## config.mk

```make
export PLATFORM = sky130hd
export DESIGN_NAME = bce_top
export DESIGN_NICKNAME = d
export VERILOG_FILES = /design/src/bce_pkg.sv /design/src/bce_win_dec.sv /design/src/bce_err_msg.sv /design/src/bce_top.sv
export SDC_FILE = /design/constraint.sdc
export NUM_CORES = 1
export LEC_CHECK = 0
export BUFFER_PORTS_ARGS = -buffer_cell sky130_fd_sc_hd__buf_2
export CORE_ASPECT_RATIO = 1.75
export CORE_MARGIN = 4
export CORE_UTILIZATION = 60
export DETAILED_ROUTE_END_ITERATION = 10
export PLACE_DENSITY_LB_ADDON = 0.15
export SLEW_MARGIN = 20
export SYNTH_ARGS = -nofsm -noshare
export SYNTH_HDL_FRONTEND = slang
export SYNTH_SLANG_ARGS = --single-unit
```

## constraint.sdc

```tcl
create_clock -name clk_i -period 6.14 [get_ports clk_i]
set_input_delay 1.228 -clock clk_i [delete_from_list [all_inputs] [get_ports clk_i]]
set_output_delay 1.228 -clock clk_i [all_outputs]
set_load 0.02 [all_outputs]
```

## src/bce_pkg.sv

```systemverilog
// constants of the bridge command enable block
package bce_pkg;
   // register offsets, byte addresses on the wishbone bus
   localparam logic [7:0] BCE_OFF_CMD = 8'h00;
   localparam logic [7:0] BCE_OFF_IOWIN = 8'h04;
   localparam logic [7:0] BCE_OFF_MEMWIN = 8'h08;
   localparam logic [7:0] BCE_OFF_PREFWIN = 8'h0C;
   localparam logic [7:0] BCE_OFF_ERRCTL = 8'h10;
   localparam logic [7:0] BCE_OFF_IRQ_STAT = 8'h14;
   localparam logic [7:0] BCE_OFF_IRQ_MASK = 8'h18;
   // command field positions
   localparam int BCE_CMD_IO = 0;
   localparam int BCE_CMD_MEM = 1;
   localparam int BCE_CMD_MST = 2;
   localparam int BCE_CMD_SPC = 3;
   localparam int BCE_CMD_MWI = 4;
   localparam int BCE_CMD_PAR = 6;
   localparam int BCE_CMD_STEP = 7;
   localparam int BCE_CMD_ERRMSG = 8;
   // writable command bits and reset value
   localparam logic [15:0] BCE_CMD_WMASK = 16'h0107;
   localparam logic [15:0] BCE_CMD_RST = 16'h0000;
   // window and error control reset values
   localparam logic [7:0] BCE_IO_BASE_RST = 8'hF0;
   localparam logic [7:0] BCE_IO_LIM_RST = 8'h00;
   localparam logic [15:0] BCE_MEM_BASE_RST = 16'hFFF0;
   localparam logic [15:0] BCE_MEM_LIM_RST = 16'h0000;
   localparam logic [7:0] BCE_ERR_RST = 8'h00;
   // legacy video window
   localparam logic [31:0] BCE_VGA_LO = 32'h000A_0000;
   localparam logic [31:0] BCE_VGA_HI = 32'h000B_FFFF;
   // bridge control bit that enables secondary error forwarding
   localparam int BCE_BRIDGE_CONTROL_SERR = 1;
   // interrupt status layout
   localparam int BCE_IRQ_MABORT = 0;
   localparam int BCE_IRQ_BRG_MSG = 1;
   localparam int BCE_IRQ_HOST_MSG = 2;
   localparam int BCE_IRQ_W = 3;
   localparam logic [BCE_IRQ_W-1:0] BCE_IRQ_RST = 3'h0;
endpackage

```

## src/bce_win_dec.sv

```systemverilog
// address window decoder for memory, prefetchable, vga and i/o space
`timescale 1ns/1ps
module bce_win_dec (
   input wire logic [31:0] addr_i,
   input wire logic is_io_i,
   input wire logic mem_en_i,
   input wire logic io_en_i,
   input wire logic [7:0] io_base_i,
   input wire logic [7:0] io_lim_i,
   input wire logic [15:0] mem_base_i,
   input wire logic [15:0] mem_lim_i,
   input wire logic [15:0] pref_base_i,
   input wire logic [15:0] pref_lim_i,
   output logic hit_o
);
   import bce_pkg::*;

   // 1 MB granular memory window test
   function automatic logic in_mem(input logic [31:0] a,
                                   input logic [15:0] b,
                                   input logic [15:0] l);
      in_mem = (a[31:20] >= b[15:4]) && (a[31:20] <= l[15:4]);
   endfunction

   logic mem_hit;
   logic io_hit;

   // memory side claims only when enabled
   // memory, prefetch and vga windows
   assign mem_hit = mem_en_i && !is_io_i &&
      (in_mem(addr_i, mem_base_i, mem_lim_i) ||
       in_mem(addr_i, pref_base_i, pref_lim_i) ||
       ((addr_i >= BCE_VGA_LO) && (addr_i <= BCE_VGA_HI)));

   // 4 KB granular i/o window in 64 KB space
   // i/o window decode
   assign io_hit = io_en_i && is_io_i && (addr_i[31:16] == 16'h0000) &&
      (addr_i[15:12] >= io_base_i[7:4]) && (addr_i[15:12] <= io_lim_i[7:4]);

   assign hit_o = mem_hit || io_hit;
endmodule

```

## src/bce_err_msg.sv

```systemverilog
// system error message generator for bridge and host functions
`timescale 1ns/1ps
module bce_err_msg (
   input wire logic clk_i,
   input wire logic rst_i,
   input wire logic [7:0] brg_evt_i,
   input wire logic [7:0] error_command_i,
   input wire logic sec_serr_i,
   input wire logic [7:0] bridge_control_i,
   input wire logic bridge_err_msg_en_i,
   input wire logic host_evt_i,
   input wire logic host_err_msg_en_i,
   output logic msg_o,
   output logic brg_sent_o,
   output logic host_sent_o
);
   import bce_pkg::*;

   logic brg_cond;
   logic brg_go;
   logic host_go;

   // bridge conditions individually enabled
   // per-condition enables under bit 8
   assign brg_cond = (|(brg_evt_i & error_command_i)) ||
      (sec_serr_i && bridge_control_i[BCE_BRIDGE_CONTROL_SERR]);
   // each enable gates its own function
   assign brg_go = bridge_err_msg_en_i && brg_cond;
   assign host_go = host_err_msg_en_i && host_evt_i;

   // one message pulse per cycle with a cause
   // two enables combine by or
   always_ff @(posedge clk_i) begin
      if (rst_i) begin
         msg_o <= 1'b0;
         brg_sent_o <= 1'b0;
         host_sent_o <= 1'b0;
      end else begin
         msg_o <= brg_go || host_go;
         brg_sent_o <= brg_go;
         host_sent_o <= host_go;
      end
   end
endmodule

```

## src/bce_top.sv

```systemverilog
// bridge command enables with wishbone registers and cycle gating
`timescale 1ns/1ps
// Summary of operation
// - error message if either enable set
// - bridge enable gates bridge errors only
// - stepping bit 7 reads zero
// - parity enable bit 6 hardwired zero
// - bits 4 and 3 read zero
// - master enable accepts decoded frame cycles
// - sideband requests ignore enable
// - master enable clear aborts frame cycles
// - memory enable decodes memory windows
// - memory disabled claims no memory
// - i/o enable decodes i/o window
// - i/o disabled claims no i/o
// - bit 8 permits enabled bridge errors
module bce_top (
   input wire logic clk_i,
   input wire logic rst_i,
   // wishbone slave
   input wire logic wb_cyc_i,
   input wire logic wb_stb_i,
   input wire logic wb_we_i,
   input wire logic [7:0] wb_adr_i,
   input wire logic [31:0] wb_dat_i,
   input wire logic [3:0] wb_sel_i,
   output logic [31:0] wb_dat_o,
   output logic wb_ack_o,
   // primary side access to the bridge windows
   input wire logic pri_req_i,
   input wire logic [31:0] pri_addr_i,
   input wire logic pri_is_io_i,
   output logic pri_claim_o,
   // secondary master cycles
   input wire logic sec_frame_i,
   input wire logic [31:0] sec_addr_i,
   input wire logic sec_is_io_i,
   input wire logic sec_sba_i,
   output logic sec_accept_o,
   output logic sec_mabort_o,
   output logic sec_sba_ack_o,
   // error sources and message
   input wire logic [7:0] brg_evt_i,
   input wire logic sec_serr_i,
   input wire logic host_evt_i,
   input wire logic host_err_msg_en_i,
   output logic serr_msg_o,
   output logic irq_o
);
   import bce_pkg::*;

   logic [15:0] cmd_r;
   logic [7:0] io_base_r;
   logic [7:0] io_lim_r;
   logic [15:0] mem_base_r;
   logic [15:0] mem_lim_r;
   logic [15:0] pref_base_r;
   logic [15:0] pref_lim_r;
   logic [7:0] err_cmd_r;
   logic [7:0] bridge_control_r;
   logic [BCE_IRQ_W-1:0] irq_stat_r;
   logic [BCE_IRQ_W-1:0] irq_mask_r;
   logic [31:0] rd_nxt;
   logic wb_req;
   logic wb_wr;
   logic pri_hit;
   logic sec_dn_hit;
   logic sec_ok;
   logic brg_sent;
   logic host_sent;
   logic [BCE_IRQ_W-1:0] irq_evt;
   logic [31:0] cmd_mrg;
   logic [31:0] iowin_mrg;
   logic [31:0] errctl_mrg;

   // byte lane merge under a field write mask
   function automatic logic [31:0] merge(input logic [31:0] old,
                                         input logic [31:0] wd,
                                         input logic [3:0] sel,
                                         input logic [31:0] wm);
      logic [31:0] m;
      m = {{8{sel[3]}}, {8{sel[2]}}, {8{sel[1]}}, {8{sel[0]}}} & wm;
      merge = (old & ~m) | (wd & m);
   endfunction

   // merged write values for the 16-bit registers
   assign cmd_mrg = merge({16'h0000, cmd_r}, wb_dat_i, wb_sel_i,
      {16'h0000, BCE_CMD_WMASK});
   assign iowin_mrg = merge({16'h0000, io_lim_r, io_base_r}, wb_dat_i,
      wb_sel_i, 32'h0000_FFFF);
   assign errctl_mrg = merge({16'h0000, bridge_control_r, err_cmd_r}, wb_dat_i,
      wb_sel_i, 32'h0000_FFFF);

   // new request, taken once per classic cycle
   assign wb_req = wb_cyc_i && wb_stb_i && !wb_ack_o;
   assign wb_wr = wb_req && wb_we_i;

   // acknowledge one cycle after the request
   always_ff @(posedge clk_i) begin
      if (rst_i) begin
         wb_ack_o <= 1'b0;
      end else begin
         wb_ack_o <= wb_req;
      end
   end

   // command register, enable bits only
   // only enable bits take writes
   always_ff @(posedge clk_i) begin
      if (rst_i) begin
         cmd_r <= BCE_CMD_RST;
      end else if (wb_wr && wb_adr_i == BCE_OFF_CMD) begin
         cmd_r <= cmd_mrg[15:0];
      end
   end

   // window registers
   always_ff @(posedge clk_i) begin
      if (rst_i) begin
         io_base_r <= BCE_IO_BASE_RST;
         io_lim_r <= BCE_IO_LIM_RST;
         mem_base_r <= BCE_MEM_BASE_RST;
         mem_lim_r <= BCE_MEM_LIM_RST;
         pref_base_r <= BCE_MEM_BASE_RST;
         pref_lim_r <= BCE_MEM_LIM_RST;
      end else if (wb_wr) begin
         case (wb_adr_i)
            BCE_OFF_IOWIN: begin
               {io_lim_r, io_base_r} <= iowin_mrg[15:0];
            end
            BCE_OFF_MEMWIN: begin
               {mem_lim_r, mem_base_r} <= merge({mem_lim_r, mem_base_r},
                  wb_dat_i, wb_sel_i, 32'hFFFF_FFFF);
            end
            BCE_OFF_PREFWIN: begin
               {pref_lim_r, pref_base_r} <= merge({pref_lim_r,
                  pref_base_r}, wb_dat_i, wb_sel_i, 32'hFFFF_FFFF);
            end
            default: begin
            end
         endcase
      end
   end

   // error command and bridge control enables
   always_ff @(posedge clk_i) begin
      if (rst_i) begin
         err_cmd_r <= BCE_ERR_RST;
         bridge_control_r <= BCE_ERR_RST;
      end else if (wb_wr && wb_adr_i == BCE_OFF_ERRCTL) begin
         {bridge_control_r, err_cmd_r} <= errctl_mrg[15:0];
      end
   end

   // interrupt mask register
   always_ff @(posedge clk_i) begin
      if (rst_i) begin
         irq_mask_r <= BCE_IRQ_RST;
      end else if (wb_wr && wb_adr_i == BCE_OFF_IRQ_MASK && wb_sel_i[0]) begin
         irq_mask_r <= wb_dat_i[BCE_IRQ_W-1:0];
      end
   end

   // sticky status, set wins over write-one clear
   always_ff @(posedge clk_i) begin
      if (rst_i) begin
         irq_stat_r <= BCE_IRQ_RST;
      end else if (wb_wr && wb_adr_i == BCE_OFF_IRQ_STAT && wb_sel_i[0]) begin
         irq_stat_r <= (irq_stat_r & ~wb_dat_i[BCE_IRQ_W-1:0]) | irq_evt;
      end else begin
         irq_stat_r <= irq_stat_r | irq_evt;
      end
   end

   // level interrupt from unmasked status
   always_ff @(posedge clk_i) begin
      if (rst_i) begin
         irq_o <= 1'b0;
      end else begin
         irq_o <= |(irq_stat_r & irq_mask_r);
      end
   end

   // read mux; hardwired command bits show zero
   // stepping bit reads zero
   always_comb begin
      rd_nxt = 32'h0000_0000;
      case (wb_adr_i)
         BCE_OFF_CMD: rd_nxt = {16'h0000, cmd_r & BCE_CMD_WMASK};
         BCE_OFF_IOWIN: rd_nxt = {16'h0000, io_lim_r, io_base_r};
         BCE_OFF_MEMWIN: rd_nxt = {mem_lim_r, mem_base_r};
         BCE_OFF_PREFWIN: rd_nxt = {pref_lim_r, pref_base_r};
         BCE_OFF_ERRCTL: rd_nxt = {16'h0000, bridge_control_r, err_cmd_r};
         BCE_OFF_IRQ_STAT: rd_nxt = {29'h0000_0000, irq_stat_r};
         BCE_OFF_IRQ_MASK: rd_nxt = {29'h0000_0000, irq_mask_r};
         default: rd_nxt = 32'h0000_0000;
      endcase
   end

   // read data registered with the ack
   always_ff @(posedge clk_i) begin
      if (rst_i) begin
         wb_dat_o <= 32'h0000_0000;
      end else if (wb_req && !wb_we_i) begin
         wb_dat_o <= rd_nxt;
      end else begin
         wb_dat_o <= 32'h0000_0000;
      end
   end

   // primary access claim against the bridge windows
   bce_win_dec u_pri_dec (
      .addr_i(pri_addr_i),
      .is_io_i(pri_is_io_i),
      .mem_en_i(cmd_r[BCE_CMD_MEM]),
      .io_en_i(cmd_r[BCE_CMD_IO]),
      .io_base_i(io_base_r),
      .io_lim_i(io_lim_r),
      .mem_base_i(mem_base_r),
      .mem_lim_i(mem_lim_r),
      .pref_base_i(pref_base_r),
      .pref_lim_i(pref_lim_r),
      .hit_o(pri_hit)
   );

   // secondary cycle inside the windows stays downstream
   bce_win_dec u_sec_dec (
      .addr_i(sec_addr_i),
      .is_io_i(sec_is_io_i),
      .mem_en_i(cmd_r[BCE_CMD_MEM]),
      .io_en_i(cmd_r[BCE_CMD_IO]),
      .io_base_i(io_base_r),
      .io_lim_i(io_lim_r),
      .mem_base_i(mem_base_r),
      .mem_lim_i(mem_lim_r),
      .pref_base_i(pref_base_r),
      .pref_lim_i(pref_lim_r),
      .hit_o(sec_dn_hit)
   );

   // accept decoded frame cycles when enabled
   assign sec_ok = cmd_r[BCE_CMD_MST] && !sec_dn_hit;

   // cycle answers, one cycle after the request
   always_ff @(posedge clk_i) begin
      if (rst_i) begin
         pri_claim_o <= 1'b0;
         sec_accept_o <= 1'b0;
         sec_mabort_o <= 1'b0;
         sec_sba_ack_o <= 1'b0;
      end else begin
         // no claim without a window hit
         pri_claim_o <= pri_req_i && pri_hit;
         sec_accept_o <= sec_frame_i && sec_ok;
         // disabled master ends in master abort
         sec_mabort_o <= sec_frame_i && !sec_ok;
         sec_sba_ack_o <= sec_sba_i;
      end
   end

   // system error message path
   bce_err_msg u_err (
      .clk_i(clk_i),
      .rst_i(rst_i),
      .brg_evt_i(brg_evt_i),
      .error_command_i(err_cmd_r),
      .sec_serr_i(sec_serr_i),
      .bridge_control_i(bridge_control_r),
      .bridge_err_msg_en_i(cmd_r[BCE_CMD_ERRMSG]),
      .host_evt_i(host_evt_i),
      .host_err_msg_en_i(host_err_msg_en_i),
      .msg_o(serr_msg_o),
      .brg_sent_o(brg_sent),
      .host_sent_o(host_sent)
   );

   // interrupt events
   assign irq_evt = {host_sent, brg_sent, sec_mabort_o};

   // checks next to the logic
   property p_cmd_hardwired;
      @(posedge clk_i) disable iff (rst_i)
      wb_ack_o && !$past(wb_we_i) && $past(wb_adr_i) == BCE_OFF_CMD |->
         wb_dat_o[7:3] == 5'h00 && wb_dat_o[15:9] == 7'h00;
   endproperty
   a_cmd_hardwired: assert property (p_cmd_hardwired)
      else $error("hardwired command bit read nonzero");

   property p_cmd_wmask;
      @(posedge clk_i) disable iff (rst_i)
      (cmd_r & ~BCE_CMD_WMASK) == 16'h0000;
   endproperty
   a_cmd_wmask: assert property (p_cmd_wmask)
      else $error("non-writable command bit set");

   property p_accept;
      @(posedge clk_i) disable iff (rst_i)
      sec_frame_i && cmd_r[BCE_CMD_MST] && !sec_dn_hit |=> sec_accept_o;
   endproperty
   a_accept: assert property (p_accept)
      else $error("enabled decoded frame cycle not accepted");

   property p_abort;
      @(posedge clk_i) disable iff (rst_i)
      sec_frame_i && !cmd_r[BCE_CMD_MST] |=> sec_mabort_o && !sec_accept_o;
   endproperty
   a_abort: assert property (p_abort)
      else $error("disabled master cycle not aborted");

   property p_sba;
      @(posedge clk_i) disable iff (rst_i)
      sec_sba_i |=> sec_sba_ack_o;
   endproperty
   a_sba: assert property (p_sba)
      else $error("sideband request not answered");

   property p_mem_off;
      @(posedge clk_i) disable iff (rst_i)
      pri_req_i && !pri_is_io_i && !cmd_r[BCE_CMD_MEM] |=> !pri_claim_o;
   endproperty
   a_mem_off: assert property (p_mem_off)
      else $error("memory claimed while disabled");

   property p_io_off;
      @(posedge clk_i) disable iff (rst_i)
      pri_req_i && pri_is_io_i && !cmd_r[BCE_CMD_IO] |=> !pri_claim_o;
   endproperty
   a_io_off: assert property (p_io_off)
      else $error("i/o claimed while disabled");

   property p_vga;
      @(posedge clk_i) disable iff (rst_i)
      pri_req_i && !pri_is_io_i && cmd_r[BCE_CMD_MEM] &&
         pri_addr_i == BCE_VGA_LO |=> pri_claim_o;
   endproperty
   a_vga: assert property (p_vga)
      else $error("vga window not claimed");

   property p_host_msg;
      @(posedge clk_i) disable iff (rst_i)
      host_evt_i && host_err_msg_en_i |=> serr_msg_o;
   endproperty
   a_host_msg: assert property (p_host_msg)
      else $error("host error message missing");

   property p_brg_gate;
      @(posedge clk_i) disable iff (rst_i)
      !cmd_r[BCE_CMD_ERRMSG] && !(host_evt_i && host_err_msg_en_i)
         |=> !serr_msg_o;
   endproperty
   a_brg_gate: assert property (p_brg_gate)
      else $error("bridge message sent while disabled");

   c_accept: cover property (@(posedge clk_i) disable iff (rst_i)
      sec_accept_o);
   c_abort: cover property (@(posedge clk_i) disable iff (rst_i)
      sec_mabort_o ##1 irq_o);
   c_claim: cover property (@(posedge clk_i) disable iff (rst_i)
      pri_claim_o);
   c_msg: cover property (@(posedge clk_i) disable iff (rst_i)
      serr_msg_o);
endmodule

```

# Yosys cells after proc, flatten, opt, wreduce, memory -nomap -nowiden
# Index checks and enable logic that the tools add are counted.
[op_classes]
order_cmp = 16
eq_ne = 6
n_mux = 2
bitwise_logic = 23
n_reduce_logical = 58
[op_table]
columns = ["operator", "count"]
rows = [
  ["$pmux W32 S7", 1],
  ["$and A32 B32 Y32", 3],
  ["$and A16 B16 Y16", 4],
  ["$ge A32 B20 Y1 const B", 2],
  ["$le A32 B20 Y1 const B", 2],
  ["$or A32 B32 Y32", 2],
  ["$ge A12 B12 Y1", 4],
  ["$le A12 B12 Y1", 4],
  ["$or A16 B16 Y16", 3],
  ["$logic_and A1 B1 Y1", 35],
  ["$logic_not A16 Y1", 2],
  ["$not A32 Y32", 1],
  ["$eq A8 B5 Y1 const B", 3],
  ["$and A16 B9 Y16", 1],
  ["$eq A8 B4 Y1 const B", 2],
  ["$not A16 Y16", 1],
  ["$not A9 Y16", 1],
  ["$and A8 B8 Y8", 1],
  ["$eq A8 B3 Y1 const B", 1],
  ["$ge A4 B4 Y1", 2],
  ["$le A4 B4 Y1", 2],
  ["$logic_not A8 Y1", 1],
  ["$logic_or A1 B1 Y1", 8],
  ["$reduce_or A8 Y1", 1],
  ["9 further kinds", 18],
]
[word_totals]
register_bits = 159
in_bits = 129
output_inout_bits = 39

# Depth between registers and ports, before layout
# Gate-level depths: netlist of run 1.
[depth]
depth_word = 10
mapped_depth = 8
mapped_depth_nobuf = 8

# Hierarchy
# A second synthesis of run 1 with hierarchy kept.
[hier_totals]
hier_cells = 1023
area_unflattened_um2 = 8832.2
[modules_own_cells]
columns = ["mod", "n_inst", "cells_per_inst", "area_per_inst_um2", "seq_area_each_um2"]
rows = [
  ["bce_top", 1, 614, 5849.4, 2882.8],
  ["bce_win_dec", 2, 198, 1428.9, 0.0],
  ["bce_err_msg", 1, 13, 125.1, 60.1],
]

# Least setup slack after synthesis of run 1
# OpenSTA, ideal clock, no wires.
[synth_path]
path_kind = "input to register"
startpoint = "input port sec_addr_i[29]"
endpoint = "register sec_accept_o"
setup_ns = 0.115
arrival_ns = 2.687
required_time_ns = 6.025
setup_slack_ns = 3.339
cell_stages = 7
cell_sequence = "ha_1 a21o_1 a21o_1 a21oi_1 o21ai_0 a221o_1 a2111oi_0"
[synth_via]
elab_chain_cells = 9
[synth_lines]
columns = ["element", "line_no", "rtl"]
rows = [
  ["start: declaration", "bce_top.sv:36", "input wire logic [31:0] sec_addr_i,"],
  ["parallel branches: the longest is 5 deep, another holds $ge A32 B20 Y1", "n/a", ""],
  ["$logic_or A1 B1 Y1 (*)", "bce_win_dec.sv:40", "assign hit_o = mem_hit || io_hit;"],
  ["$logic_not A1 Y1 (*)", "bce_top.sv:242", "assign sec_ok = cmd_r[BCE_CMD_MST] && !sec_dn_hit;"],
  ["$logic_and A1 B1 Y1 (*)", "bce_top.sv:242", ""],
  ["$logic_and A1 B1 Y1 (*)", "bce_top.sv:254", "sec_accept_o <= sec_frame_i && sec_ok;"],
  ["end signal: assignment", "bce_top.sv:254", ""],
  ["end: declaration", "bce_top.sv:39", "output logic sec_accept_o,"],
]
# Every way passes the cells marked *.
# A chain may end at the register's enable or synchronous reset.

==> out/results.ini, run 1 <==
[run_status]
status = finished clean

[synth]
synth_top_area_share_pct = 35.8
synthTopCellsByArea = dfxtp_1 36%, ha_1 17%, mux2i_1 8.8%, nor2_1 5.9%, a22oi_1 4.3%
synth_area_sq_mm = 0.00823
yosysMostFrequentCell = dfxtp_1
synthCells = 902
ys_ff_latch = 147
syn_nets = 1143
yosysTopAreaCell = dfxtp_1
synth_ff_type = dfxtp_1
ys_seq_area_share_pct = 35.8
avgSynthCellArea_sq_um = 9.12
synth_commonest_cells = 147 x dfxtp_1, 129 x nor2_1, 112 x ha_1
synthArstFlopShare_pct = 0
ys_types = 61
yosysWarnings = 0
synth-edff-count = 0

[clocking]
post_cts_buffers = 0
clkSlewWorstSetupHoldPaths_ns = 0.06
clkSinkCount = 147
cts-resized-gates = 0
clk_latency_ns = 0.43
clockBufferDepth = 2
htreeDepth = 4
cts_hold_buf = 0
tritoncts = done
root_buffer = clkbuf_16
cts-buffers-inserted = 17

[power_and_ir_drop]
switchingPower_uw = 537
intPower_mw = 1.63
p_seq_share_pct = 44.3
cellPowerDensity_mw_per_mm2 = 225
combPwrFrac_pct = 7.5
p_sw_share_pct = 24.8
clkPwrFrac_pct = 48.2
p_leak_nw = 4.12
peakVddDrop_uv = 197

[worst_setup_path]
critical_path_class = primary input to flip-flop
crit_family = simple AND/OR/NAND/NOR gates
crit_path_start_kind = primary input
crit_chain = buf_2, nor4_1, and3_1, buf_4, nor2b_1, mux2i_1, nor2_1
required_ns = 6.44
slowest_stage = nor2b_1
crit_buf_inv = 2
slowest_delay_ns = 0.90
worst-path-max-fanout = 18
crit_arrival_ns = 3.92
end_kind = flip-flop

[placement]
gp_congestion = 0.946
portBuffers = 143
hpwl_um = 17200

[global_routing]
grt_max_degree = 70
grt_pass1_wl_um = 35800
grtUsageTotal_pct = 29.8
overflow = 0
grt_pass1_vias = 7328
antenna_found_initial = 0

[timing]
finClkSkew_ns = 0.0107
fin_setup_tns_ns = 0
rsz0062_at_grt = no
hold_viol_final = 0
setup_viol = 0
fmax_mhz = 276
finalCritPeriodShare_pct = 59.0
tightest_slew_ns = 1.09
fin_crit_ns = 3.62
max_slew_margin_pct = 27.1
slew_violations = 0

[floorplanning]
start_util_pct = 61.2
core_area_sq_mm = 0.0135
rows = 56
die_height_um = 163
die_area_sq_mm = 0.0157
io_pins = 168
chipWidth_um = 96.5

[detailed_routing]
dr.first_iter.drc_count = 263
via_count = 7330
vias_per_cell = 6.02
ant_nets = 0
drtPass1Iterations = 6
avgRoutedWirePerCell_um = 18.8
drc = 0
wirelength_um = 22900

[finish]
utilization_pct = 71.4
diodes = 0
drive_above_1_share_pct = 18.6
final_nets = 1271
areaGrowthSynthToFinish_pct = 16.7

[flow_run]
cap_viol_max_count = 0

[hold_path]
hp-class = flip-flop to flip-flop

power groups by stage:
stage	Combinational, mW	Sequential [mW]	Clock, mW
after detailed placement	0.160	0.979	0
after CTS	0.162	0.958	1.05
final	0.163	0.958	1.04
after global routing	0.181	0.957	1.09
after global placement	0.155	0.979	0
after floorplan	0.0761	0.980	0
metal layers:
layer / global-route usage (%) / up-vias / part of all wire (%)
li1: - / 3527 / -
met1: 32.6 / 3439 / 37
met2: 52.8 / 274 / 52
met3: 4.53 / 90 / 5.6
met4: 17.7 / 0 / 5.4
met5: 0 / - / 0
worst reg2reg max path, stage by stage (launching register included):
cell	delay, ns
dfxtp_1	0.33
and4b_1	0.51
nand2_1	0.31
nor2b_1	0.91
mux2i_1	0.30
nor2_1	0.05
worst paths after layout:
check	start	end	slack, ns	cells after the start
setup reg to reg	wb_ack_o	flip-flop	3.61	5
setup / recovery	wb_adr_i[5]	flip-flop	2.52	7
hold / removal	u_err.brg_sent_o	irq_stat_r[1]	0.45	2
hold reg to reg	u_err.brg_sent_o	irq_stat_r[1]	0.45	2
layout make-up:
cell class / count / area, sq um
clock buffer: 19 / 433
multi-input combinational: 657 / 4880
inverter: 59 / 221
timing repair buffer: 148 / 756
tap: 174 / 218
sequential: 147 / 2940
fill: 1111 / 3850
clock inverter: 13 / 151
logic make-up (layout without fill, tap and decap cells):
group           Yosys count  after routing  synth area share (%)
compound gates          207            207                  17.2
fa+ha+maj               112            112                  17.0
buf+inv                  98            239                  5.18
flops                   147            147                  35.8
mux                      74             74                  9.03
simple gates            264            264                  15.8
per-stage QoR:
| stage | instances | instance area [sq um] | hold WS [ns] | power [mW] | worst slack, ns |
|---|---|---|---|---|---|
| 2_1_floorplan | 902 | 8230 | 0.413 | 1.06 | 3.34 |
| 3_3_place_gp | 1185 | 9020 | 0.417 | 1.13 | 2.14 |
| 3_5_place_dp | 1185 | 9020 | 0.432 | 1.14 | 2.13 |
| 4_1_cts | 1217 | 9610 | 0.449 | 2.17 | 2.58 |
| 5_1_grt | 1217 | 9610 | 0.478 | 2.23 | 2.37 |
| 6_report | 1217 | 9610 | 0.446 | 2.16 | 2.52 |
cell usage in the layout, fill, tap and decap left out, types with 4 or more instances in the layout:
master | netlist | routed
nand3_1 | 5 | 5
nor2_4 | 4 | 4
nor2b_1 | 15 | 15
a22oi_1 | 47 | 47
mux2i_1 | 72 | 72
and3_1 | 8 | 8
nand2_1 | 38 | 38
ha_1 | 112 | 112
nor3_1 | 12 | 12
a21oi_1 | 58 | 58
nor2_1 | 129 | 129
o21ai_0 | 22 | 22
clkbuf_16 | 0 | 17
buf_2 | 8 | 142
inv_1 | 59 | 59
and4_1 | 5 | 5
buf_4 | 7 | 6
a211o_1 | 28 | 28
nand2b_1 | 5 | 5
o21a_1 | 6 | 6
nand4_1 | 16 | 16
nor4_1 | 7 | 7
a21o_1 | 13 | 13
a222oi_1 | 4 | 4
dfxtp_1 | 147 | 147
Power figures use the tool's default switching activity.
==> inputs of run 2 (changes only) <==
--- a/config.mk
+++ b/config.mk
@@ -8,7 +8,7 @@
 export BUFFER_PORTS_ARGS = -buffer_cell sky130_fd_sc_hd__buf_2
 export CORE_ASPECT_RATIO = 1.75
 export CORE_MARGIN = 4
-export CORE_UTILIZATION = 60
+export CORE_UTILIZATION = 56
 export DETAILED_ROUTE_END_ITERATION = 10
 export PLACE_DENSITY_LB_ADDON = 0.15
 export SLEW_MARGIN = 20
==> constraint.sdc (replaced) <==
create_clock -name clk_i -period 3.6 [get_ports clk_i]
set_input_delay 0.72 -clock clk_i [delete_from_list [all_inputs] [get_ports clk_i]]
set_output_delay 0.72 -clock clk_i [all_outputs]
set_load 0.02 [all_outputs]
==> run 2 against run 1 <==
Net effect:
- wire length fell by 0.41%
- sequential cell count did not move
- total power rose by 71%
- sequential share of layout area fell by 0.21 points
- design area rose by 0.70%
- core utilization fell by 4.1 points
- setup slack got worse by 1.3 ns
- clock power rose by 71%
- register-to-register slack got worse by 2.4 ns
- clock-buffer cell count fell by 2
- clock skew rose by 0.0010 ns
- global-route usage fell by 2.5 points
==> out/results.ini, run 2 (synthesis results as in run 1) <==
[timing]
hold_ws_ns = 0.435
finClkSkew_ns = 0.0118
hold_viol_final = 0
fmax_mhz = 415
setup_slack_ns = 1.19
finalCritPeriodShare_pct = 66.9
tightest_slew_ns = 0.929
fin_setup_tns_ns = 0
setup_viol = 0
fin_crit_ns = 2.41
rsz0062_at_grt = no
max_slew_margin_pct = 37.9
slew_violations = 0

[finish]
areaGrowthSynthToFinish_pct = 17.5
final_nets = 1278
fillers = 1259
final_cell_mix = 147 x dfxtp_1, 142 x buf_2, 129 x nor2_1
drive_above_1_share_pct = 19.3
utilization_pct = 67.3
finalNonFillerCells = 1231
final_common_cell = dfxtp_1

[detailed_routing]
ant_nets = 0
dr.first_iter.drc_count = 325
wl_met3_um = 1280
via_count = 7305
drtPass1Iterations = 5
wirelength_um = 22800
drc = 0
top_layer_used = met4
wl_met1_um = 8550
route.met2.wl_um = 11700
avgRoutedWirePerCell_um = 18.5
vias_per_cell = 5.93

[floorplanning]
start_util_pct = 57.3
die_area_sq_mm = 0.0168
core_area_sq_mm = 0.0144
chipWidth_um = 99.6
io_pins = 168
rows = 58
die_height_um = 168

[global_routing]
grtUsageTotal_pct = 27.4
grt_max_degree = 73
overflow = 0
grt_pass1_vias = 7251
grt_pass1_wl_um = 35900
antenna_found_initial = 0

[clocking]
cts_hold_buf = 0
post_cts_buffers = 0
clockBufferDepth = 2
cts-buffers-inserted = 17
root_buffer = clkbuf_16
clkSlewWorstSetupHoldPaths_ns = 0.07
clk_latency_ns = 0.43
tritoncts = done
clkSinkCount = 147
htreeDepth = 4
cts-resized-gates = 0

[worst_setup_path]
critical_path_class = primary input to flip-flop
cp-startpoint = sec_addr_i[22]
end_kind = flip-flop
crit_path_start_kind = primary input
required_ns = 3.91
crit_arrival_ns = 2.72
worst-path-max-fanout = 5

[placement]
dp.cells = 1198
portBuffers = 143
gp_congestion = 0.939
dp_worst_setup_slack_ns = 0.735
hpwl_um = 17700

[power_and_ir_drop]
peakVddDrop_uv = 233
cellPowerDensity_mw_per_mm2 = 381
p_leak_nw = 4.17

[hold_path]
hold_path.startpoint = u_err.brg_sent_o
hp-class = flip-flop to flip-flop

[flow_run]
cap_viol_max_count = 0

[run_status]
status = finished clean

==> run 2: cell count changes in the layout (fill, tap and decap cells not counted) <==
| cell | before | now |
|---|---|---|
| clkinv_8 | 0 | 1 |
| buf_4 | 6 | 13 |
| inv_8 | 1 | 4 |
| bufinv_16 | 2 | 1 |
| inv_6 | 3 | 4 |
| diode_2 | 0 | 1 |
| clkinv_4 | 3 | 2 |
| clkinvlp_4 | 3 | 2 |
| clkbuf_1 | 2 | 0 |
==> run 2: metrics by stage <==
stage                     instance area (sq um)  power [mW]
after global routing                       9670        3.81
after detailed placement                   9080        1.94
after CTS                                  9670        3.71
after floorplan                            8230        1.80
after global placement                     9080        1.94
final                                      9670        3.69
==> run 2: final timing paths <==
check	endpoint	slack [ns]	cells after the start
worst max-delay path	sec_accept_o	1.19	8
worst min-delay path	irq_stat_r[1]	0.43	2
worst min register to register	irq_stat_r[1]	0.43	2
worst max register to register	sec_accept_o	1.24	8
==> run 2: cell type report <==
cell class              count  area (sq um)  area share (%)
diodes                      1          2.50          0.0259
clock buffers              17           425            4.40
clock inverters            15           164            1.69
inverters                  59           221            2.29
multi-input cells         657          4880            50.5
flip-flops and latches    147          2940            30.4
well taps                 180           225            2.33
repair buffers            155           808            8.35
==> run 2: critical path, cell delays in order <==
cell       delay [ns]
buf_2            0.14
ha_1             0.31
a211oi_1         0.25
o21ai_0          0.20
a21oi_1          0.23
o21ai_0          0.11
a221o_1          0.41
a2111oi_0        0.35
==> run 2: power by group <==
group / internal (mW) / total, mW / switching, mW
Sequential: 1.63 / 1.63 / 0.00250
Combinational: 0.111 / 0.277 / 0.166
Clock: 0.984 / 1.78 / 0.797
==> run 2: layer usage <==
layer | up-vias | GRT usage [%]
met5 | - | 0
met4 | 0 | 16.1
met3 | 80 | 5.60
met2 | 273 | 48.9
met1 | 3410 | 29.2
li1 | 3542 | -
==> inputs of run 3 (changes only) <==
--- a/config.mk
+++ b/config.mk
@@ -5,10 +5,11 @@
 export SDC_FILE = /design/constraint.sdc
 export NUM_CORES = 1
 export LEC_CHECK = 0
+export ABC_AREA = 1
 export BUFFER_PORTS_ARGS = -buffer_cell sky130_fd_sc_hd__buf_2
 export CORE_ASPECT_RATIO = 1.75
 export CORE_MARGIN = 4
-export CORE_UTILIZATION = 56
+export CORE_UTILIZATION = 51
 export DETAILED_ROUTE_END_ITERATION = 10
 export PLACE_DENSITY_LB_ADDON = 0.15
 export SLEW_MARGIN = 20
==> constraint.sdc (replaced) <==
create_clock -name clk_i -period 2.04 [get_ports clk_i]
set_input_delay 0.408 -clock clk_i [delete_from_list [all_inputs] [get_ports clk_i]]
set_output_delay 0.408 -clock clk_i [all_outputs]
set_load 0.02 [all_outputs]
==> run 3 against run 2 <==
Net effect:
- setup slack lost 1.1 ns
- core utilization down 4.8 points
- highest routed layer unchanged
- synthesized cell count up 26%
- register-to-register slack got worse by 1.1 ns
- clock-buffer cell count stayed put
==> out/results.ini, run 3 <==
[run_status]
status = finished clean

[synth]
ys_seq_area_share_pct = 34.5
synthArstFlopShare_pct = 0
synth_area_sq_mm = 0.00853
synth-edff-count = 0
synth_top_area_share_pct = 34.5
synthTopCellsByArea = dfxtp_1 35%, ha_1 16%, nand2_1 11%, a21oi_1 8.8%, inv_1 6.7%
ys_ff_latch = 147
synthCells = 1141
synth_ff_type = dfxtp_1
yosysMostFrequentCell = nand2_1
yosysTopAreaCell = dfxtp_1
synth_commonest_cells = 258 x nand2_1, 152 x inv_1, 150 x a21oi_1
yosysWarnings = 0
avgSynthCellArea_sq_um = 7.47
ys_types = 36
syn_nets = 1382

[power_and_ir_drop]
p_seq_share_pct = 43.3
combPwrFrac_pct = 8.3
fin_total_pwr_mw = 6.66
cellPowerDensity_mw_per_mm2 = 647
switchingPower_mw = 1.70
p_leak_nw = 5.24
peakVddDrop_uv = 627
p_sw_share_pct = 25.5
clkPwrFrac_pct = 48.4
intPower_mw = 4.96

[finish]
final_common_cell = nand2_1
areaGrowthSynthToFinish_pct = 20.6
diodes = 0
final_nets = 1549
final_cell_mix = 258 x nand2_1, 151 x inv_1, 150 x a21oi_1
drive_above_1_share_pct = 18.6
fillers = 1601

[detailed_routing]
vias_per_cell = 5.30
via_count = 8184
wl_met1_um = 9430
wl_met3_um = 1080
drtPass1Iterations = 4
avgRoutedWirePerCell_um = 16.5
top_layer_used = met4
ant_nets = 0
wirelength_um = 25500
dr.first_iter.drc_count = 406
drc = 0
route.met2.wl_um = 13100

[flow_run]
cap_viol_max_count = 0

[global_routing]
grt_pass1_vias = 7812
grt_max_degree = 64
grt_pass1_wl_um = 39300
antenna_found_initial = 0
grtUsageTotal_pct = 27.0
overflow = 0

[floorplanning]
die_height_um = 179
die_area_sq_mm = 0.0189
core_area_sq_mm = 0.0164
io_pins = 168
chipWidth_um = 106
start_util_pct = 51.9
rows = 62

[worst_setup_path]
required_ns = 2.39
slowest_stage = dfxtp_1
crit_chain = inv_1, buf_4, ha_1, nand2_1, nor2_1, and2_1, nand4_1, nand2_1, nand2_1, nand3_1, nand2_1, a21oi_1
critical_path_class = flip-flop to flip-flop
slowest_delay_ns = 0.33
crit_path_start_kind = flip-flop
rrSetupSlack_ns = 0.1
worst-path-max-fanout = 2
end_kind = flip-flop
crit_arrival_ns = 2.30
crit_top_cell = nand2_1

[timing]
slew_violations = 0
finalCritPeriodShare_pct = 95.3
finClkSkew_ns = 0.00948
fin_crit_ns = 1.94
max_slew_margin_pct = 71.4
hold_viol_final = 0
fin_setup_tns_ns = 0
rsz0062_at_grt = no
fmax_mhz = 514
setup_slack_ns = 0.0956
hold_ws_ns = 0.192
setup_viol = 0
tightest_slew_ns = 0.429

[clocking]
tritoncts = done
clockBufferDepth = 2
clkSinkCount = 147
cts-buffers-inserted = 17
htreeDepth = 4
root_buffer = clkbuf_16
cts_hold_buf = 0
post_cts_buffers = 0
clk_latency_ns = 0.43
clkSlewWorstSetupHoldPaths_ns = 0.07
cts-resized-gates = 0

[placement]
hpwl_um = 20200
portBuffers = 143
dp_worst_setup_slack_ns = 0.0321
gp_congestion = 1.05

[hold_path]
hp-class = primary input to flip-flop
hold_path.startpoint = sec_sba_i

[run 3: changes by cell type after synthesis, moves of 30 or more]
cell	delta
a21oi_1	+92
inv_1	+93
nand2_1	+220
o21ai_0	+47
nor2_1	-73
o211ai_1	+30
a22oi_1	-47
nand3_1	+36
mux2i_1	-72
[run 3: layout make-up]
class	instances	area, sq um	area share, %
multi-input cells	804	4790	46.6
flip-flops and latches	147	2940	28.6
repair buffers	183	1080	10.5
inverters	155	582	5.66
clock buffers	17	425	4.14
well taps	224	280	2.73
clock inverters	15	184	1.79
[run 3: power by group through the flow]
stage,Combinational (mW),Sequential (mW),Clock (mW)
after global routing,0.630,2.88,3.39
final,0.554,2.88,3.22
after CTS,0.556,2.88,3.26
after global placement,0.539,2.95,0
after floorplan,0.279,2.95,0
after detailed placement,0.552,2.95,0
[run 3: path summary, 6_finish.rpt]
check,cells past startpoint,to
worst max-delay path,12,pri_claim_o
worst min-delay path,3,sec_sba_ack_o
worst max register to register,12,pri_claim_o
worst min register to register,2,irq_stat_r[2]
[run 3: stage by stage]
stage	instance area (sq um)	utilization, %	instances
floorplan	8530	-	1141
global placement	9670	58.8	1513
detailed placement	9670	58.8	1513
CTS	10300	62.5	1545
global route	10300	62.5	1545
finish	10300	62.5	1545
[run 3: kinds of logic after synthesis]
kind of cell,Yosys count,synth area share (%)
adder cells (fa/ha/maj),112,16.4
flip-flops,147,34.5
AND/OR/NAND/NOR,413,21.9
buffers and inverters,190,9.33
AO/OA/AOI/OAI,279,17.9
[run 3: routing by layer]
| layer | vias to the layer above | global-route usage (%) |
|---|---|---|
| met4 | 0 | 18.8 |
| li1 | 4151 | - |
| met2 | 245 | 49.5 |
| met1 | 3719 | 28.2 |
| met5 | - | 0 |
| met3 | 69 | 3.50 |
[run 3: worst max-delay path, delay by kind of cell (launching register included)]
kind                       cells  cell delay, ns
and+or+nand+nor                8            0.83
DFF                            1            0.33
buffers and inverters          2            0.34
AOI/OAI and AO/OA              1            0.12
adders and majority gates      1            0.27
